$ cat src/rtl/tpg_cfg.svh
// Register map, field positions and reset values of the PWM timer.
`ifndef TPG_CFG_SVH
`define TPG_CFG_SVH
// ----------------------------------------------------------------------------
// Byte addresses on the APB port
// ----------------------------------------------------------------------------
`define TPG_ADDR_STATUS 32'h0001ec80
`define TPG_ADDR_CMD 32'h0001ec84
`define TPG_ADDR_DUTY 32'h0001ec88
`define TPG_ADDR_PERIOD 32'h0001ec8c
`define TPG_ADDR_PRE 32'h0001ec90
`define TPG_ADDR_CNT 32'h0001ec94
// ----------------------------------------------------------------------------
// Field positions
// ----------------------------------------------------------------------------
`define TPG_ST_MATCH0_BIT 0
`define TPG_ST_MATCH1_BIT 1
`define TPG_ST_OUT_BIT 2
`define TPG_CMD_EN_BIT 0
`define TPG_CMD_CLR_BIT 1
`define TPG_PRE_MSB 9
// ----------------------------------------------------------------------------
// Reset values
// ----------------------------------------------------------------------------
`define TPG_RST_DATA 16'h0000
`define TPG_RST_PRE 10'h000
`define TPG_RST_CNT 16'h0000
`endif

$ cat src/rtl/tpg_pkg.sv
// Types shared by the PWM timer design.
package tpg_pkg;
   // Software settings that steer the timer.
   typedef struct packed {
      logic run_enable;
      logic [15:0] duty_value;
      logic [15:0] period_value;
      logic [9:0] prescale_value;
   } tpg_cfg_t;
   // One-tick events of the compare logic.
   typedef struct packed {
      logic match0_event;
      logic match1_event;
   } tpg_evt_t;
endpackage : tpg_pkg

$ cat src/rtl/tpg_top.sv
// PWM timer: APB register slave, prescaler, 16-bit up-counter and compare logic.
//
// Contract
// - A 16-bit up-counter advances once per count-clock tick.
// - Count clock is the bus clock divided by the 10-bit prescale plus one.
// - Counter equal to buffer 0 raises match 0; counting continues.
// - Counter equal to buffer 1 raises match 1, clears counter, reloads both buffers.
// - The PWM output inverts on every tick that raises exactly one match event and no clear.
// - Data writes reach the compare buffers only at match 1 or a clear.
// - Period comes from data 1, duty from data 0; low part (d0+1)/(d1+1).
// - Status shows output at bit 2, match 1 at bit 1, match 0 at bit 0.
// - Command bit 1 clears counter and loads buffers; it reads as zero.
// - Command bit 0 is a read-write run enable.
// - Buffer 0 reload point conflicts; it reloads only with buffer 1 here.
// - Active-low asynchronous reset returns all state to its initial values.
`timescale 1ns/1ns
`default_nettype none
`include "tpg_cfg.svh"
module tpg_top
   import tpg_pkg::*;
(
   // Clock and reset.
   input wire logic i_mclk,
   input wire logic i_rst_n,
   // APB slave port.
   input wire logic i_psel,
   input wire logic i_penable,
   input wire logic i_pwrite,
   input wire logic [31:0] i_paddr,
   input wire logic [31:0] i_pwdata,
   output logic [31:0] o_prdata,
   output logic o_pready,
   output logic o_pslverr,
   // Timer outputs.
   output logic o_pwm_output,
   output logic o_match0_irq,
   output logic o_match1_irq
);

   // -------------------------------------------------------------------------
   // Helpers
   // -------------------------------------------------------------------------
   // True when the address names one of the six mapped registers.
   function automatic logic addr_mapped(input logic [31:0] a);
      addr_mapped = (a == `TPG_ADDR_STATUS) || (a == `TPG_ADDR_CMD) ||
                    (a == `TPG_ADDR_DUTY) || (a == `TPG_ADDR_PERIOD) ||
                    (a == `TPG_ADDR_PRE) || (a == `TPG_ADDR_CNT);
   endfunction : addr_mapped

   // True on the access phase of a write to the given address.
   function automatic logic wr_hit(input logic sel, input logic en, input logic wr,
                                   input logic [31:0] a, input logic [31:0] target);
      wr_hit = sel && en && wr && (a == target);
   endfunction : wr_hit

   // -------------------------------------------------------------------------
   // Reset release
   // -------------------------------------------------------------------------
   // Reset asserts at once and releases on the second clock edge.
   logic rst_meta_ff;
   logic rst_n_ff;
   always_ff @(posedge i_mclk or negedge i_rst_n) begin
      if (!i_rst_n) begin
         rst_meta_ff <= 1'b0;
         rst_n_ff <= 1'b0;
      end else begin
         rst_meta_ff <= 1'b1;
         rst_n_ff <= rst_meta_ff;
      end
   end

   // -------------------------------------------------------------------------
   // Register file
   // -------------------------------------------------------------------------
   tpg_cfg_t cfg_ff;
   tpg_cfg_t nxt_cfg;
   logic [31:0] prdata_ff;
   logic [31:0] nxt_prdata;
   logic clear_cmd;
   logic [15:0] up_counter_ff;
   logic [2:0] status_word;
   logic match0_status_ff;
   logic match1_status_ff;
   logic pwm_output_ff;

   assign status_word = {pwm_output_ff, match1_status_ff, match0_status_ff};
   // The clear is a write strobe only, so it never needs storage.
   assign clear_cmd = wr_hit(i_psel, i_penable, i_pwrite, i_paddr, `TPG_ADDR_CMD) &&
                      i_pwdata[`TPG_CMD_CLR_BIT];

   // Writes land in the access phase; read data is fetched in the setup phase
   // so that it comes from a flip-flop without adding a wait state.
   always_comb begin
      nxt_cfg = cfg_ff;
      nxt_prdata = prdata_ff;
      if (wr_hit(i_psel, i_penable, i_pwrite, i_paddr, `TPG_ADDR_CMD)) begin
         nxt_cfg.run_enable = i_pwdata[`TPG_CMD_EN_BIT];
      end
      if (wr_hit(i_psel, i_penable, i_pwrite, i_paddr, `TPG_ADDR_DUTY)) begin
         nxt_cfg.duty_value = i_pwdata[15:0];
      end
      if (wr_hit(i_psel, i_penable, i_pwrite, i_paddr, `TPG_ADDR_PERIOD)) begin
         nxt_cfg.period_value = i_pwdata[15:0];
      end
      if (wr_hit(i_psel, i_penable, i_pwrite, i_paddr, `TPG_ADDR_PRE)) begin
         nxt_cfg.prescale_value = i_pwdata[`TPG_PRE_MSB:0];
      end
      if (i_psel && !i_penable && !i_pwrite) begin
         unique case (i_paddr)
            `TPG_ADDR_STATUS: nxt_prdata = {29'h0, status_word};
            `TPG_ADDR_CMD: nxt_prdata = {31'h0, cfg_ff.run_enable};
            `TPG_ADDR_DUTY: nxt_prdata = {16'h0, cfg_ff.duty_value};
            `TPG_ADDR_PERIOD: nxt_prdata = {16'h0, cfg_ff.period_value};
            `TPG_ADDR_PRE: nxt_prdata = {22'h0, cfg_ff.prescale_value};
            `TPG_ADDR_CNT: nxt_prdata = {16'h0, up_counter_ff};
            default: nxt_prdata = 32'h0;
         endcase
      end
   end

   always_ff @(posedge i_mclk or negedge rst_n_ff) begin
      if (!rst_n_ff) begin
         cfg_ff <= '{run_enable: 1'b0, duty_value: `TPG_RST_DATA,
                     period_value: `TPG_RST_DATA, prescale_value: `TPG_RST_PRE};
         prdata_ff <= 32'h0;
      end else begin
         cfg_ff <= nxt_cfg;
         prdata_ff <= nxt_prdata;
      end
   end

   // The slave never waits; an unmapped address fails in the access phase.
   assign o_prdata = prdata_ff;
   assign o_pready = 1'b1;
   assign o_pslverr = i_psel && i_penable && !addr_mapped(i_paddr);

   // -------------------------------------------------------------------------
   // Prescaler, counter and compare
   // -------------------------------------------------------------------------
   logic [9:0] pre_cnt_ff;
   logic [9:0] nxt_pre_cnt;
   logic [15:0] nxt_up_counter;
   logic [15:0] duty_buf_ff;
   logic [15:0] nxt_duty_buf;
   logic [15:0] period_buf_ff;
   logic [15:0] nxt_period_buf;
   logic nxt_pwm_output;
   logic nxt_match0_status;
   logic nxt_match1_status;
   tpg_evt_t evt_ff;
   tpg_evt_t nxt_evt;
   logic tick;

   // A tick closes every prescale+1 bus clocks, and only while running.
   assign tick = cfg_ff.run_enable && (pre_cnt_ff == cfg_ff.prescale_value);

   // Buffer 0 follows buffer 1 and reloads only at match 1 or a clear; reloading
   // it at match 0 would let a duty write shift the edge inside a period.
   always_comb begin
      nxt_pre_cnt = pre_cnt_ff;
      nxt_up_counter = up_counter_ff;
      nxt_duty_buf = duty_buf_ff;
      nxt_period_buf = period_buf_ff;
      nxt_pwm_output = pwm_output_ff;
      nxt_evt = '0;
      nxt_match0_status = match0_status_ff;
      nxt_match1_status = match1_status_ff;
      if (cfg_ff.run_enable) begin
         nxt_pre_cnt = tick ? 10'h000 : pre_cnt_ff + 10'h001;
      end
      if (tick) begin
         nxt_evt.match0_event = (up_counter_ff == duty_buf_ff);
         nxt_evt.match1_event = (up_counter_ff == period_buf_ff);
         if (nxt_evt.match1_event) begin
            nxt_up_counter = `TPG_RST_CNT;
            nxt_duty_buf = cfg_ff.duty_value;
            nxt_period_buf = cfg_ff.period_value;
         end else begin
            nxt_up_counter = up_counter_ff + 16'h0001;
         end
         // Equal buffers give two toggles at once, so the level holds.
         nxt_pwm_output = pwm_output_ff ^ nxt_evt.match0_event ^
                          nxt_evt.match1_event;
      end
      // Status bits are sticky; a clear command drops them unless a match
      // lands in the same cycle, in which case the set wins.
      // A clear also parks the output low, so every run starts in its low phase;
      // otherwise the polarity after a clear would depend on where the last run stopped.
      if (clear_cmd) begin
         nxt_match0_status = 1'b0;
         nxt_match1_status = 1'b0;
         nxt_pwm_output = 1'b0;
         nxt_up_counter = `TPG_RST_CNT;
         nxt_pre_cnt = 10'h000;
         nxt_duty_buf = cfg_ff.duty_value;
         nxt_period_buf = cfg_ff.period_value;
      end
      if (nxt_evt.match0_event) begin
         nxt_match0_status = 1'b1;
      end
      if (nxt_evt.match1_event) begin
         nxt_match1_status = 1'b1;
      end
   end

   always_ff @(posedge i_mclk or negedge rst_n_ff) begin
      if (!rst_n_ff) begin
         pre_cnt_ff <= `TPG_RST_PRE;
         up_counter_ff <= `TPG_RST_CNT;
         duty_buf_ff <= `TPG_RST_DATA;
         period_buf_ff <= `TPG_RST_DATA;
         pwm_output_ff <= 1'b0;
         evt_ff <= '0;
         match0_status_ff <= 1'b0;
         match1_status_ff <= 1'b0;
      end else begin
         pre_cnt_ff <= nxt_pre_cnt;
         up_counter_ff <= nxt_up_counter;
         duty_buf_ff <= nxt_duty_buf;
         period_buf_ff <= nxt_period_buf;
         pwm_output_ff <= nxt_pwm_output;
         evt_ff <= nxt_evt;
         match0_status_ff <= nxt_match0_status;
         match1_status_ff <= nxt_match1_status;
      end
   end

   assign o_pwm_output = pwm_output_ff;
   assign o_match0_irq = evt_ff.match0_event;
   assign o_match1_irq = evt_ff.match1_event;
endmodule : tpg_top
`default_nettype wire

$ cat config.mk
export PLATFORM = sky130hd
export DESIGN_NAME = tpg_top
export DESIGN_NICKNAME = d
export VERILOG_FILES = /design/src/rtl/tpg_pkg.sv /design/src/rtl/tpg_top.sv
export VERILOG_INCLUDE_DIRS = /design/src /design/src/rtl
export SDC_FILE = /design/constraint.sdc
export NUM_CORES = 1
export LEC_CHECK = 0
export ABC_AREA = 1
export BUFFER_PORTS_ARGS = -buffer_cell sky130_fd_sc_hd__buf_4
export CAP_MARGIN = 20
export CORE_MARGIN = 3
export CORE_UTILIZATION = 35
export DETAILED_ROUTE_END_ITERATION = 8
export PLACE_DENSITY_LB_ADDON = 0.3
export RECOVER_POWER = 25
export SYNTH_ARGS = -nofsm -noshare
export SYNTH_HDL_FRONTEND = slang
export SYNTH_SLANG_ARGS = --single-unit
$ cat constraint.sdc
create_clock -name i_mclk -period 5.2 [get_ports i_mclk]
set_input_delay 0.52 -clock i_mclk [delete_from_list [all_inputs] [get_ports i_mclk]]
set_output_delay 0.52 -clock i_mclk [all_outputs]
set_load 0.02 [all_outputs]
-- Word-level counts from Yosys, hierarchy flattened
Index checks and enable logic that the tools add are counted.
- bits in read-only memories: 0
- bits in registers: 140
- RAM bits: 0
- memories kept: 0
- latch bits: 0
- equal/unequal tests: 9
- multipliers: 0
- order comparisons: 0
- muxes and demuxes: 19
- bitwise operators: 2
- reduce and logical (&&, ||, !) cells: 25
- divide/modulo/power cells: 0
- add/sub/neg operators: 2
- shift-type cells: 0
- operators by type and width (operator ; number):
    $eq A32 B17 Y1 const B ; 6
    $mux W16 ; 9
    $pmux W16 S6 ; 1
    $eq A16 B16 Y1 ; 2
    $mux W10 ; 3
    $add A16 B1 Y16 const B ; 1
    $logic_and A1 B1 Y1 ; 11
    $add A10 B1 Y10 const B ; 1
    $eq A10 B10 Y1 ; 1
    $reduce_bool A2 Y1 ; 5
    $logic_or A1 B1 Y1 ; 5
    $mux W1 ; 5
    $logic_not A1 Y1 ; 3
    $mux W2 ; 1
    $reduce_and A2 Y1 ; 1
    $xor A1 B1 Y1 ; 2

-- Depth between registers and ports, before layout
- depth after elaboration: 8
- mapped depth: 13
- gate-level depth less buffers: 12

-- Worst setup path after synthesis
OpenSTA, ideal clock, no wires.
- kind: input to output
- from: input port i_paddr[9]
- to: output port o_pslverr
- setup slack: 2932 ps
- buffers on the path: 0
- required time: 4680 ps
- stages on the path: 7
- arrival time: 1748 ps
- cell sequence: nor2_1 -> nand3_1 -> inv_1 -> nand2_2 -> nor3_1 -> or2_2 -> nor3_1
- cells in the longest elaborated chain, start to end: 8
- RTL lines (element ; RTL line ; text):
    start: declaration ; tpg_top.sv:29 ; input wire logic [31:0] i_paddr,
    $eq A32 B17 Y1 ; -- ;
    $logic_or A1 B1 Y1 (4 in a row) ; tpg_top.sv:45 ; addr_mapped = (a == `TPG_ADDR_STATUS) || (a == `TPG_ADDR_CMD) ||
    $logic_or A1 B1 Y1 * ; tpg_top.sv:45 ;
    $logic_not A1 Y1 * ; tpg_top.sv:135 ; assign o_pslverr = i_psel && i_penable && !addr_mapped(i_paddr);
    $logic_and A1 B1 Y1 * ; tpg_top.sv:135 ;
    end: declaration ; tpg_top.sv:33 ; output logic o_pslverr,
Every way passes the cells marked *; elsewhere a longest branch is shown, timed or not.

==> summary.md <==
| Metric | Value |
|---|---|
| Routability cong. | 0.848 |
| CTS clk-pin slew, worst paths | 0.07 ns |
| Setup-failing EPs final | 0 |
| Die footprint | 0.0224 sq mm |
| PnR Total Power | 2.25 mW |
| Vias | 6493 |
| CP max-delay cell | dfrtp_1 |
| Relative slew margins | -0.655 |
| Synth cell types | 32 |
| Fin. max-slew vios | 63 |
| Die H | 150 um |
| Arrival time at the worst endpoint | 3.38 ns |
| Post-Place Cells | 1325 |
| Pwr/cell area | 267 mW/mm^2 |
| Fin Hold WS | 0.356 ns |
| I/O pin count | 106 |
| Actual slew at the worst max-slew pin | 2.48 ns |
| Clock root cell | clkbuf_16 |
| Num CTS Buffers | 17 |
| Clock sink count | 124 |
| First-pass GRT wire length | 31400 um |
| Post-layout min period | 2.94 ns |
| Tcrit/Tclk final | 0.564 |
| Total gr overflow | 0 |
| CP endpoint kind | async pin |
| Ratio of cells with drive above 1 in the final layout | 0.121 |
| Gr usage total | 0.176 |
| Final Core Density | 0.426 |
| Min-delay worst type | reg -> reg |
| HPWL Detailed | 13700 um |
| Post-synthesis average cell area | 7.08 sq um |
| CP Class | reg -> async |
| Synth top area cells | dfrtp_1 43%, nand2_1 19%, nand3_1 6.7% |
| Port bufs | 72 |
| Die width | 150 um |
| Vias/cell | 4.78 |
| Commonest non-fill, non-tap cell in the layout | nand2_1 |
| Yosys reg bits | 124 |
| Clock Latency Late Sink | 0.42 ns |
| CTS max path bufs | 2 |
| CP peak stage delay | 2.03 ns |
| Setup_tns | 0 ns |
| Antenna violations before repair | 0 |
| Cell Count, Final, Fillers Out | 1358 |
| ANT cells | 0 |
| Yosys warning total | 0 |
| Layout Skew | 0.0142 ns |
| Nature of the critical path startpoint | flip-flop |
| Pre-antenna DRT Iters | 5 |
| Postcts setup bufs | 0 |
| DR WL/cell | 14.2 um |
| WP buf/inv | 1 |
| Site row count | 51 |
| Post-DP Area | 0.00786 sq mm |
| Final Hold Viols | 0 |
| Cell family with most CP delay | flip-flops |
| LEAKAGE | 4.39 nW |
| Routed wire length | 19200 um |
| # Max-Cap Violations | 1 |
| Critical path, cell by cell | buf_4 |
| Status | finished with violations |
| DR DRC count | 0 |
| Initial Util | 0.364 |
| Failing checks | max-capacitance violations, max-slew violations |
| Most frequent cells in the layout | 373 x nand2_1, 124 x dfrtp_1, 97 x nor2_1, 97 x nand3_1, 95 x inv_1 |
| Yosys top cell by area | dfrtp_1 |
| CTS tree | done |
| Fmax | 341 MHz |
| Final net count | 1151 |
| PnR worst setup slack | 2.26 ns |
| Antenna-violating nets left | 0 |
| Vias in the first global route | 6124 |
| Area Growth Syn to Fin | 17.0% |
| Post-Syn Instances | 1020 |
| Largest net degree at the start of global routing | 63 |
| Netlist Area Pre-Place | 0.00722 sq mm |
| Critical path required time | 5.64 ns |
| Peak supply drop | 0.210 mV |
| Crit Path Max Fanout | 62 |
| Final Cell Area | 0.00845 sq mm |
| Synth top area share | 0.430 |
| Unrepaired setup endpoints after global routing | no |
| Placeable Area | 0.0198 sq mm |
| Post-CTS sizing | 0 |
| H-tree levels | 4 |
| Sequential area share after synthesis | 0.430 |
| DRT iter0 DRCs | 398 |
| Post-Place Worst Slack | 2.26 ns |
## registers in the layout (all words and copies together) (netlist names)
| signal | count |
|---|---|
| cfg_ff | 43 |
| duty_buf_ff | 16 |
| o_prdata | 16 |
| period_buf_ff | 16 |
| up_counter_ff | 16 |
| pre_cnt_ff | 10 |
| match0_status_ff | 1 |
| match1_status_ff | 1 |
| o_match0_irq | 1 |
| o_match1_irq | 1 |
| o_pwm_output | 1 |
| rst_meta_ff | 1 |
| rst_n_ff | 1 |
## where the power goes
group          total [mW]  switching [mW]  internal (mW)  leakage (nW)
registers           0.974         0.00919          0.965          1.72
logic              0.0791          0.0470         0.0321          2.38
clock network        1.20           0.514          0.685         0.287
total                2.25           0.570           1.68          4.39
## cell usage after synthesis
cell and number:
nor2_4 2, inv_2 5, nand3_4 1, xnor2_1 10
ha_1 2, nor3_2 2, clkbuf_1 4, or2_1 1
nor2_2 4, nand4_1 15, buf_1 1, dfrtp_1 124
buf_4 23, conb_1 2, nand2_4 4, clkbuf_2 3
buf_6 5, nand2_2 5, inv_1 95, and2_1 2
or2_2 1, nand3b_1 3, buf_2 17, nor3_1 13
nor2_1 96, o21ai_0 44, nor4_1 1, o21ai_1 41
nand2_1 373, xor2_1 22, nor3_4 2, nand3_1 97
## final timing paths
path	from	endpoint	slack (ns)	depth (start not counted)
min in group asynchronous	i_rst_n	rst_meta_ff	0.41	2
max	rst_n_ff	o_match0_irq	2.26	1
max reg2reg	rst_n_ff	o_match0_irq	2.26	1
min reg2reg	rst_meta_ff	rst_n_ff	0.36	0
max in group i_mclk	i_paddr[5]	o_pslverr	2.44	10
min	rst_meta_ff	rst_n_ff	0.36	0
## cell families (layout without fill, tap and decap cells)
| logic type | after synthesis | count (layout) | share of synthesized area |
|---|---|---|---|
| AND/OR/NAND/NOR | 622 | 622 | 0.368 |
| buffers and inverters | 153 | 210 | 0.100 |
| flip-flops | 124 | 124 | 0.430 |
| AO/OA/AOI/OAI | 85 | 85 | 0.0589 |
| XOR/XNOR | 32 | 32 | 0.0388 |
| adder cells (fa/ha/maj) | 2 | 2 | 0.00347 |
| other | 2 | 18 | 0.00104 |
## layer usage
layer,part of all wire,routed length (um),vias to the layer above,GRT usage
met5,0,0,-,0
met4,0.020,391,0,0.0572
met3,0.051,976,25,0.0239
met2,0.47,9060,166,0.285
met1,0.46,8810,3008,0.245
li1,-,-,3294,-
## layout make-up
cell class | count | area [sq um]
Fill cell | 2038 | 11400
Tap cell | 265 | 332
Inverter | 100 | 375
Multi-Input combinational cell | 759 | 3440
Clock buffer | 17 | 425
Timing Repair Buffer | 78 | 601
Sequential cell | 124 | 3100
Clock inverter | 15 | 168
## repair_timing
item | CTS | global route
hold endpoints to repair | 2 | 0
setup endpoints to repair | 0 | 0
hold buffers | 1 | 0
Note: power is estimated with default switching activity, not from simulation.
